**src/verilog/tws_pkg.sv**
```systemverilog
/*
 Shared constants for the two-wire register slave: register offsets, reset
 values, fixed address bits and the one-hot state and byte-kind codes.
 Assumes every importer works on 8-bit register offsets and data.
*/
`default_nettype none
package tws_pkg;
    // Register offsets
    localparam logic [7:0] OFF_VENDOR_LO = 8'h00;
    localparam logic [7:0] OFF_VENDOR_HI = 8'h01;
    localparam logic [7:0] OFF_PART_LO = 8'h02;
    localparam logic [7:0] OFF_PART_HI = 8'h03;
    localparam logic [7:0] OFF_REVISION = 8'h04;
    localparam logic [7:0] OFF_RSVD_FIXED = 8'h05;
    localparam logic [7:0] OFF_MIN_FREQ = 8'h06;
    localparam logic [7:0] OFF_MAX_FREQ = 8'h07;
    localparam logic [7:0] OFF_CONFIG1 = 8'h08;
    // First offset handed to the scaler register set
    localparam logic [7:0] OFF_SCALER_BASE = 8'h80;
    // Fixed and reset values
    localparam logic [7:0] VAL_RSVD_FIXED = 8'hA5;
    localparam logic [7:0] VAL_MIN_FREQ = 8'h19;
    localparam logic [7:0] VAL_MAX_FREQ_FULL = 8'hA2;
    localparam logic [7:0] VAL_MAX_FREQ_MID = 8'h55;
    localparam logic [7:0] RST_CONFIG1 = 8'h39;
    // Bits 1, 6 and 7 of config_primary are reserved and read zero
    localparam logic [7:0] CONFIG_PRIMARY_WMASK = 8'h3D;
    localparam int CONFIG_PRIMARY_PWR_BIT = 0;
    // Upper four bits of the bus address
    localparam logic [3:0] ADDR_FIXED = 4'h7;
    localparam logic [2:0] BIT_LAST = 3'h7;
    // Protocol states
    typedef enum logic [4:0]
    {
        ST_IDLE = 5'b00001,
        ST_RECV = 5'b00010,
        ST_ACK = 5'b00100,
        ST_SEND = 5'b01000,
        ST_MACK = 5'b10000
    } tws_state_e;
    // Which byte of a write sequence is being received
    typedef enum logic [2:0]
    {
        K_ADDR = 3'b001,
        K_REG = 3'b010,
        K_DATA = 3'b100
    } tws_kind_e;
endpackage
`default_nettype wire

```
**src/verilog/tws_cond_if.sv**
```systemverilog
/*
 Bus-condition carrier between the line watcher and the protocol engine.
 Assumes both ends run on the same clock.
*/
`timescale 1ns/1ns
`default_nettype none
interface tws_cond_if;
    logic start;
    logic stop;
    logic rise;
    logic fall;
    logic sda_lvl;
    modport det (output start, output stop, output rise, output fall, output sda_lvl);
    modport fsm (input start, input stop, input rise, input fall, input sda_lvl);
endinterface
`default_nettype wire

```
**src/verilog/tws_bus_cond.sv**
```systemverilog
/*
 Line watcher: turns sampled clock and data levels into start, stop and
 clock-edge events. Assumes scl and sda are already synchronous to ref_clk.
*/
`timescale 1ns/1ns
`default_nettype none
module tws_bus_cond
    import tws_pkg::*;
(
    // Clock and reset
    input wire logic ref_clk,
    input wire logic rst_n,
    // Bus lines
    input wire logic scl,
    input wire logic sda,
    // Events
    tws_cond_if.det cond
);
    logic scl_q;
    logic sda_q;
    logic next_scl_q;
    logic next_sda_q;

    // Previous levels; idle bus is high on both lines
    always_comb
    begin
        next_scl_q = scl;
        next_sda_q = sda;
    end

    always_ff @(posedge ref_clk)
    begin
        if (!rst_n)
        begin
            scl_q <= 1'b1;
            sda_q <= 1'b1;
        end
        else
        begin
            scl_q <= next_scl_q;
            sda_q <= next_sda_q;
        end
    end

    // Data moving while clock stays high marks start or stop
    assign cond.start = scl && scl_q && sda_q && !sda;
    assign cond.stop = scl && scl_q && !sda_q && sda;
    assign cond.rise = scl && !scl_q;
    assign cond.fall = !scl && scl_q;
    assign cond.sda_lvl = sda;
endmodule // tws_bus_cond
`default_nettype wire

```
**src/verilog/tws_slave.sv**
```systemverilog
/*
 Two-wire serial slave with the host control registers 00h..08h and a
 pass-through port to the scaler register set.
 Assumes scl/sda arrive synchronous to ref_clk, far slower than it.
*/
`timescale 1ns/1ns
`default_nettype none
module tws_slave
    import tws_pkg::*;
#(
    // Identity bytes; values are arbitrary
    parameter logic [7:0] VENDOR_LO = 8'h3C,
    parameter logic [7:0] VENDOR_HI = 8'h4D,
    parameter logic [7:0] PART_LO = 8'h7E,
    parameter logic [7:0] PART_HI = 8'h2B,
    parameter logic [7:0] REVISION = 8'h0A,
    parameter logic [7:0] SCALER_BASE = OFF_SCALER_BASE
)
(
    // Clock and reset
    input wire logic ref_clk,
    input wire logic rst_n,
    // Serial bus
    input wire logic scl,
    input wire logic sda_in,
    output logic sda_out,
    output logic sda_oe,
    // Straps and sense pins
    input wire logic [2:0] addr_select,
    input wire logic pix_mode_mid,
    input wire logic panel_sense,
    // Device control
    output logic [7:0] config_primary,
    output logic power_normal,
    output logic panel_attached,
    // Scaler register set
    output logic scaler_wr,
    output logic [7:0] scaler_addr,
    output logic [7:0] scaler_wdata,
    input wire logic [7:0] scaler_rdata
);
    // Scaler window must sit above the host registers
    if (SCALER_BASE <= OFF_CONFIG1)
    begin : g_chk
        $error("scaler base overlaps host registers");
    end

    tws_cond_if cond ();

    tws_bus_cond u_cond
    (
        .ref_clk(ref_clk),
        .rst_n(rst_n),
        .scl(scl),
        .sda(sda_in),
        .cond(cond)
    );

    tws_state_e state, next_state;
    tws_kind_e kind, next_kind;
    logic [2:0] cnt, next_cnt;
    logic [7:0] sh, next_sh;
    logic done, next_done;
    logic rw, next_rw;
    logic [7:0] ptr, next_ptr;
    logic [2:0] sel, next_sel;
    logic latched, next_latched;
    logic next_sda_oe;
    logic [7:0] part_hi, next_part_hi;
    logic [7:0] rev, next_rev;
    logic [7:0] next_config;
    logic next_scaler_wr;
    logic [7:0] next_scaler_addr, next_scaler_wdata;
    logic [7:0] rd_val;
    logic writable;
    logic addr_match;

    // Read mux; unmapped host offsets read zero
    always_comb
    begin
        rd_val = 8'h00;
        if (ptr >= SCALER_BASE)
            rd_val = scaler_rdata;
        else
        begin
            unique case (ptr)
                OFF_VENDOR_LO: rd_val = VENDOR_LO;
                OFF_VENDOR_HI: rd_val = VENDOR_HI;
                OFF_PART_LO: rd_val = PART_LO;
                OFF_PART_HI: rd_val = part_hi;
                OFF_REVISION: rd_val = rev;
                OFF_RSVD_FIXED: rd_val = VAL_RSVD_FIXED;
                OFF_MIN_FREQ: rd_val = VAL_MIN_FREQ;
                OFF_MAX_FREQ: rd_val = pix_mode_mid ? VAL_MAX_FREQ_MID : VAL_MAX_FREQ_FULL;
                OFF_CONFIG1: rd_val = config_primary;
                default: rd_val = 8'h00;
            endcase
        end
    end

    // Only the writable host registers and the scaler window take data
    assign writable = (ptr == OFF_PART_HI) || (ptr == OFF_REVISION) ||
        (ptr == OFF_CONFIG1) || (ptr >= SCALER_BASE);
    assign addr_match = (sh[7:1] == {ADDR_FIXED, sel});

    // Protocol engine, advanced only by start, stop and clock edges
    always_comb
    begin
        next_state = state;
        next_kind = kind;
        next_cnt = cnt;
        next_sh = sh;
        next_done = done;
        next_rw = rw;
        next_ptr = ptr;
        next_sel = sel;
        next_latched = latched;
        next_sda_oe = sda_oe;
        next_part_hi = part_hi;
        next_rev = rev;
        next_config = config_primary;
        next_scaler_wr = 1'b0;
        next_scaler_addr = scaler_addr;
        next_scaler_wdata = scaler_wdata;
        if (cond.stop)
        begin
            // Stop always frees the line; pointer is kept
            next_state = ST_IDLE;
            next_sda_oe = 1'b0;
        end
        else if (cond.start)
        begin
            // Start and repeated start both open an address byte
            next_state = ST_RECV;
            next_kind = K_ADDR;
            next_cnt = 3'h0;
            next_done = 1'b0;
            next_sda_oe = 1'b0;
            if (!latched)
            begin
                next_latched = 1'b1;
                next_sel = addr_select;
            end
        end
        else
        begin
            unique case (state)
                ST_IDLE:
                begin
                    next_sda_oe = 1'b0;
                end
                ST_RECV:
                begin
                    if (cond.rise && !done)
                    begin
                        next_sh = {sh[6:0], cond.sda_lvl};
                        next_cnt = cnt + 3'h1;
                        next_done = (cnt == BIT_LAST);
                    end
                    else if (cond.fall && done)
                    begin
                        next_done = 1'b0;
                        next_state = ST_ACK;
                        next_sda_oe = 1'b1;
                        if (kind == K_ADDR)
                        begin
                            next_rw = sh[0];
                            if (!addr_match)
                            begin
                                next_state = ST_IDLE;
                                next_sda_oe = 1'b0;
                            end
                        end
                        else if (kind == K_REG)
                            next_ptr = sh;
                        else if (writable)
                        begin
                            // Store, then step to the next register
                            next_ptr = ptr + 8'h01;
                            if (ptr >= SCALER_BASE)
                            begin
                                next_scaler_wr = 1'b1;
                                next_scaler_addr = ptr;
                                next_scaler_wdata = sh;
                            end
                            else if (ptr == OFF_PART_HI)
                                next_part_hi = sh;
                            else if (ptr == OFF_REVISION)
                                next_rev = sh;
                            else
                                next_config = sh & CONFIG_PRIMARY_WMASK;
                        end
                        else
                        begin
                            // Withhold ack and wait for the master's stop
                            next_state = ST_IDLE;
                            next_sda_oe = 1'b0;
                        end
                    end
                end
                ST_ACK:
                begin
                    if (cond.fall)
                    begin
                        next_cnt = 3'h0;
                        if (kind == K_ADDR && rw)
                        begin
                            // Current-address read starts at the kept pointer
                            next_state = ST_SEND;
                            next_sh = rd_val;
                            next_sda_oe = ~rd_val[7];
                        end
                        else
                        begin
                            next_state = ST_RECV;
                            next_kind = (kind == K_ADDR) ? K_REG : K_DATA;
                            next_sda_oe = 1'b0;
                        end
                    end
                end
                ST_SEND:
                begin
                    if (cond.fall)
                    begin
                        if (cnt == BIT_LAST)
                        begin
                            next_state = ST_MACK;
                            next_sda_oe = 1'b0;
                        end
                        else
                        begin
                            next_cnt = cnt + 3'h1;
                            next_sh = {sh[6:0], 1'b0};
                            next_sda_oe = ~sh[6];
                        end
                    end
                end
                ST_MACK:
                begin
                    if (cond.rise)
                    begin
                        // Either answer is legal after a read byte
                        if (!cond.sda_lvl)
                        begin
                            next_done = 1'b1;
                            next_ptr = ptr + 8'h01;
                        end
                        else
                            next_state = ST_IDLE;
                    end
                    else if (cond.fall && done)
                    begin
                        next_done = 1'b0;
                        next_cnt = 3'h0;
                        next_state = ST_SEND;
                        next_sh = rd_val;
                        next_sda_oe = ~rd_val[7];
                    end
                end
            endcase
        end
    end

    always_ff @(posedge ref_clk)
    begin
        if (!rst_n)
        begin
            state <= ST_IDLE;
            kind <= K_ADDR;
            cnt <= 3'h0;
            sh <= 8'h00;
            done <= 1'b0;
            rw <= 1'b0;
            ptr <= 8'h00;
            sel <= 3'h0;
            latched <= 1'b0;
            sda_oe <= 1'b0;
            part_hi <= PART_HI;
            rev <= REVISION;
            config_primary <= RST_CONFIG1;
            scaler_wr <= 1'b0;
            scaler_addr <= 8'h00;
            scaler_wdata <= 8'h00;
        end
        else
        begin
            state <= next_state;
            kind <= next_kind;
            cnt <= next_cnt;
            sh <= next_sh;
            done <= next_done;
            rw <= next_rw;
            ptr <= next_ptr;
            sel <= next_sel;
            latched <= next_latched;
            sda_oe <= next_sda_oe;
            part_hi <= next_part_hi;
            rev <= next_rev;
            config_primary <= next_config;
            scaler_wr <= next_scaler_wr;
            scaler_addr <= next_scaler_addr;
            scaler_wdata <= next_scaler_wdata;
        end
    end

    // Pin side: data only ever pulled low, panel sense and power bit registered
    always_ff @(posedge ref_clk)
    begin
        if (!rst_n)
        begin
            sda_out <= 1'b0;
            power_normal <= 1'b1;
            panel_attached <= 1'b0;
        end
        else
        begin
            sda_out <= 1'b0;
            power_normal <= config_primary[CONFIG_PRIMARY_PWR_BIT];
            panel_attached <= panel_sense;
        end
    end
endmodule // tws_slave
`default_nettype wire

```
**config.mk**
```make
export PLATFORM = sky130hd
export DESIGN_NAME = tws_slave
export DESIGN_NICKNAME = d
export VERILOG_FILES = /design/src/verilog/tws_pkg.sv /design/src/verilog/tws_cond_if.sv /design/src/verilog/tws_bus_cond.sv /design/src/verilog/tws_slave.sv
export SDC_FILE = /design/constraint.sdc
export NUM_CORES = 1
export LEC_CHECK = 0
export BUFFER_PORTS_ARGS = -buffer_cell sky130_fd_sc_hd__buf_2
export CAP_MARGIN = 30
export CORE_ASPECT_RATIO = 1.5
export CORE_MARGIN = 2
export CORE_UTILIZATION = 63
export DETAILED_ROUTE_END_ITERATION = 8
export HOLD_SLACK_MARGIN = 0.15
export PLACE_DENSITY = 0.85
export SYNTH_ARGS = -nofsm -noshare
export SYNTH_HDL_FRONTEND = slang
export SYNTH_SLANG_ARGS = --single-unit
export TNS_END_PERCENT = 20
```
**constraint.sdc**
```tcl
create_clock -name ref_clk -period 3.1 [get_ports ref_clk]
set_input_delay 0.465 -clock ref_clk [delete_from_list [all_inputs] [get_ports ref_clk]]
set_output_delay 0.465 -clock ref_clk [all_outputs]
set_load 0.005 [all_outputs]
```
== Word level (Yosys, flattened, before mapping) ==
Index checks and enable logic that the tools add are counted.
W data, S select, Z words.

* Bits in registers: 76
* Bits of input ports: 17
* Logic and storage cells: 195

* Add/subtract/negate cells: 2
* Order comparisons: 1
* Equal/unequal tests: 46
* Muxes and demuxes: 67
* Bitwise gates (word level): 15
* Reductions and logical operators: 43

{| class="wikitable"
|+ Operators by type and width
! operator !! number
|-
| $mux W8 || 16
|-
| $pmux W8 S9 || 1
|-
| $mux W3 || 15
|-
| $mux W5 || 9
|-
| $ne A3 B3 Y1 const B || 12
|-
| $eq A8 B3 Y1 const B || 4
|-
| $pmux W8 S4 || 1
|-
| $ne A2 B2 Y1 const B || 14
|-
| $reduce_and A8 Y1 || 3
|-
| $reduce_and A11 Y1 || 2
|-
| $pmux W5 S4 || 1
|-
| $reduce_and A10 Y1 || 2
|-
| $mux W1 || 18
|-
| $reduce_and A9 Y1 || 2
|-
| $eq A8 B2 Y1 const B || 2
|-
| $pmux W8 S2 || 1
|-
| $not A1 Y1 || 15
|-
| $ne A4 B4 Y1 const B || 3
|-
| $pmux W3 S4 || 1
|-
| $reduce_and A6 Y1 || 2
|-
| $logic_and A1 B1 Y1 || 10
|-
| $reduce_or A9 Y1 || 1
|-
| $add A8 B1 Y8 const B || 1
|-
| $eq A8 B1 Y1 const B || 1
|-
| other kinds (28) || 37
|}

== Logic depth before layout (Yosys ltp) ==
* Depth after elaboration: 11
* Gate-level depth with buffers: 9
* Mapped depth without buffers: 8

== By module ==
Synthesis repeated with hierarchy kept, for this count alone.

* Cell total of the unflattened synthesis: 480
* Area, all modules: 4,085.2 µm²

{| class="wikitable"
|+ Modules (own cells, without submodules)
! module !! times used !! cells each !! area an instance (µm²) !! seq. area each (µm²)
|-
| tws_slave || 1 || 471 || 3,992.6 || 1,481.4
|-
| tws_bus_cond || 1 || 9 || 92.6 || 40.0
|}

== Least setup slack after synthesis ==
Ideal clock, no wire load.

* Path type: register to register
* Start point: reg state[3]
* End point: reg rev[3]
* Arrival: 1.919 ns
* Data required time: 2.971 ns
* Setup slack: 1.052 ns
* Stages on the path, launching flop included: 9
* Path through: dfxtp_1 > buf_4 > or3b_1 > nor3_2 > and3b_1 > and4_1 > buf_4 > mux2i_1 > nand2_1

* Cells in the longest elaborated chain, start to end: 2

{| class="wikitable"
|+ Ends and longest elaborated chain
! item !! RTL line !! source
|-
| start, declared || tws_slave.sv:59 || <nowiki>tws_state_e state, next_state;</nowiki>
|-
| start signal, assigned || tws_slave.sv:287 || <nowiki>state <= next_state;</nowiki>
|-
| $eq A5 B2 Y1 || tws_slave.sv:147 || <nowiki>unique case (state)</nowiki>
|-
| $reduce_and A11 Y1 (no line) || - ||
|-
| end signal, assigned || tws_slave.sv:298 || <nowiki>rev <= next_rev;</nowiki>
|-
| end, declared || tws_slave.sv:70 || <nowiki>logic [7:0] rev, next_rev;</nowiki>
|}

Every way passes these cells.
A chain may end at the register's enable or synchronous reset.

== Worst setup path after layout ==
* Start point: reg ptr[0]
* End point: reg ptr[0]

* Cells in the longest elaborated chain, start to end: 7
* Elaborated cells on any way between the ends: 18
* Those cells by class: add/sub: 1; order compare: 1; eq/ne: 4; mux: 8; reduce/logical: 4

{| class="wikitable"
|+ Ends and longest elaborated chain
! item !! RTL line !! source
|-
| start, declared || tws_slave.sv:65 || <nowiki>logic [7:0] ptr, next_ptr;</nowiki>
|-
| start signal, assigned || tws_slave.sv:293 || <nowiki>ptr <= next_ptr;</nowiki>
|-
| $add A8 B1 Y8 || tws_slave.sv:179, tws_slave.sv:246 ||
|-
| $mux W8 || tws_slave.sv:176 || <nowiki>else if (writable)</nowiki>
|-
| $mux W8 || tws_slave.sv:174 || <nowiki>else if (kind == K_REG)</nowiki>
|-
| $mux W8 || tws_slave.sv:165 || <nowiki>if (kind == K_ADDR)</nowiki>
|-
| $mux W8 || tws_slave.sv:160 || <nowiki>else if (cond.fall && done)</nowiki>
|-
| $mux W8 || tws_slave.sv:154 || <nowiki>if (cond.rise && !done)</nowiki>
|-
| $pmux W8 S2 || tws_slave.sv:147 ||
|}

Several ways; a longest one is shown, not always the timed one. The select of a mux whose other input is x is not followed.

==> results.tsv <==
metric	value	unit
non_filler_instance_count_after_layout	596	
worstMarginPinSlew	734	ps
die_h	101	um
numCtsBuffers	9	
ir_worst_vdd	0.334	mV
cts_setup_buffers	0	
final_common_cell	nand2_1	
groute.layer.met3.usage	6.15	%
design.final.nets	540	
cts_tree	built	
setup-violations-final	0	
total_power	1.95	mW
detail_route.wl_per_cell	16.7	um
wire_length_of_the_first_global_routing_pass	16000	um
fin_worst_hold_slack	311	ps
final_period_minus_worst_setup_slack	2730	ps
relSlewSlack	50.9	%
number_of_gates_given_a_new_drive_strength_after_cts	0	
cp_data_arrival_time	3010	ps
family_of_cells_with_the_greatest_summed_delay_on_the_critical_path	compound AO/OA/AOI/OAI gates	
holdCritPathClass	input pin to register	
ys_types	65	
cp.depth	9	
clock_power_share	44.3	%
first_global_vias	3424	
layout_setup_ws	366	ps
timing.clock.skew	6.93	ps
groute.layer.met2.usage	49.9	%
route.antenna.remaining_nets	0	
critical-path-max-stage-delay	520	ps
min_delay_path_depth	2	
tns	0	ps
post_dp_cell_area	4130	um2
core	6090	um2
synth-main-ff-cell	dfxtp_1	
setup.worst_path.class	register to register	
diodes	0	
max_freq	366	MHz
max_fo_critical_path	16	
final_min_period_over_clock_period	88.2	%
crit_chain	inv_1 -> ha_1 -> mux2i_1 -> o21a_1 -> o21ai_0 -> a21oi_1 -> buf_4 -> or3_1 -> a31oi_1	
ys_warn_count	0	
grt_setup_unrepaired	false	
synth_area_per_cell	7.99	um2
initial_detailed_routing_violation_count	229	
detailedRoute.firstPassIterationCount	5	
drc	0	
final_hold_viol_count	0	
dpl_worst_slack	496	ps
die_area	6930	um2
powerDensity	447	nW/um2
rows	35	
timing.critical_path.to_type	register	
combined_buffer_and_inverter_count_along_the_critical_path	2	
grt_remaining_overflow	0	
net-switching-power	0.434	mW
hpwl	6990	um
place_congestion	0.932	
run_status	finished, final reports clean	
met1_usage	36.0	%
final_area	4350	um2
gr-usage-all-layers	31.0	%
cts.clk_slew.worst_paths	80	ps
drive_gt1_share	14.4	%
synth_cells	494	
power_leakage	1.70	nW
ioPinCount	46	
r2r.worst_path.cells	9	
synth_edf_count	0	
synth-seq-cells	76	
start_kind	register	
sink_count	76	
cts_hold_repair.buffers	0	
cts_htree_levels	3	
max_root_sink_buffers	2	
place.detailed.instances	580	
vias_per_cell	6.22	
fill_cell_count	487	
clock_latency_at_the_later_pin_of_the_worst_skew_pair	350	ps
largest_net_degree_at_the_start_of_global_routing	40	
routed-via-count	3705	
slew_viol_final	0	
required	3380	ps
synth-seq-area-share	38.6	%
post_synth_instance_area	3950	um2
switching_share	22.3	%
pwr-share-seq	51.0	%
die_width	68.6	um
root_buffer	clkbuf_8	
worst_path_max_delay_cell	ha_1	
global_route.peak_usage_layer	met2	
syn2layout_area_growth	10.3	%
grt_antenna_before_repair	0	
max_cap_viol_count	0	
final_core_util	71.5	%
internal_power	1.51	mW
most-common-layout-cells	94 x nand2_1, 76 x dfxtp_1, 41 x a21oi_1, 41 x buf_2, 35 x nor2_1	
starting_density_of_the_core	64.8	%
pwr-share-comb	4.7	%
port_buffers	41	
drt-total-wl	9930	um
postSynth.asyncResetShare	0	%
logic make-up (layout without fill, tap and decap cells):
kind of cell / count (synthesis) / in the layout / share of synthesized area (%)
AO/OA/AOI/OAI: 129 / 129 / 20.4
XOR/XNOR: 8 / 8 / 1.78
adder cells (fa/ha/maj): 6 / 6 / 1.90
buffers and inverters: 45 / 70 / 5.20
flip-flops: 76 / 76 / 38.6
multiplexers: 27 / 27 / 6.85
other: 1 / 4 / 0.0950
AND/OR/NAND/NOR: 202 / 202 / 25.2
flip-flops by register name, summed over array words and instances, names as in the netlist, 3 cells and up:
signal          cells
ptr                 8
config_primary      5
part_hi             8
rev                 8
sh                  8
cnt                 3
state               5
kind                3
scaler_wdata        8
scaler_addr         8
sel                 3
worst reg2reg max path, cell delays in order, from the launching register on:
cell and delay (ps):
dfxtp_1 380, inv_1 110, ha_1 520, mux2i_1 160, o21a_1 200, o21ai_0 220
a21oi_1 270, buf_4 250, or3_1 370, a31oi_1 190
cells in the mapped netlist (all sizes together) (2+ instances only):
cell type | count | area [um2]
o31ai | 6 | 45.0
o21ai | 25 | 125
nor2b | 8 | 50.1
o22a | 2 | 17.5
o21a | 2 | 15.0
o211ai | 7 | 52.6
a221oi | 2 | 17.5
a2111oi | 2 | 17.5
xnor2 | 2 | 17.5
a21boi | 2 | 15.0
or3 | 2 | 12.5
mux2i | 27 | 270
a31oi | 6 | 37.5
and2 | 2 | 12.5
or3b | 4 | 40.0
nor2 | 35 | 131
inv | 6 | 22.5
ha | 6 | 75.1
nor3 | 10 | 55.1
a21oi | 42 | 214
nor3b | 4 | 35.0
nor4b | 2 | 38.8
nand2b | 4 | 25.0
o22ai | 12 | 75.1
a211oi | 6 | 45.0
a22o | 2 | 17.5
xor2 | 6 | 52.6
nand4 | 2 | 12.5
o32ai | 2 | 17.5
dfxtp | 76 | 1520
nand2 | 95 | 359
buf | 13 | 85.1
nand4b | 2 | 17.5
nand3 | 14 | 75.1
a21o | 3 | 22.5
or2 | 7 | 46.3
clkbuf | 26 | 97.6
nand3b | 6 | 45.0
routing by layer:
layer / vias up / wire length, um / part of all wire [%]
met2: 178 / 4880 / 49
met1: 1695 / 3890 / 39
met4: 0 / 532 / 5.4
li1: 1784 / - / -
met3: 48 / 630 / 6.3
met5: - / 0 / 0
worst paths after layout:
path,slack [ps],to,from
min,310,panel_attached,panel_sense
min reg2reg,450,scaler_addr[0],scaler_addr[0]
max,370,ptr[0],ptr[0]
max reg2reg,370,ptr[0],ptr[0]
power groups by stage:
stage          clock network [mW]  logic, mW  registers, mW
6_report                    0.863     0.0913          0.993
2_1_floorplan                   0     0.0660           1.01
5_1_grt                     0.905     0.0997          0.995
4_1_cts                     0.873     0.0896          0.993
3_3_place_gp                    0     0.0877           1.02
3_5_place_dp                    0     0.0889           1.02
final cells by class:
class                           instances  area, um2  share of cell area [%]
Timing Repair Buffer                   48        258                    5.92
Clock inverter                          3       68.8                    1.58
Clock buffer                           13        159                    3.65
Multi-Input combinational cell        376       2230                    51.3
Tap cell                               74       92.6                    2.13
Sequential cell                        76       1520                    35.0
Inverter                                6       22.5                   0.517
No activity file was read; power rests on OpenSTA's default activity.
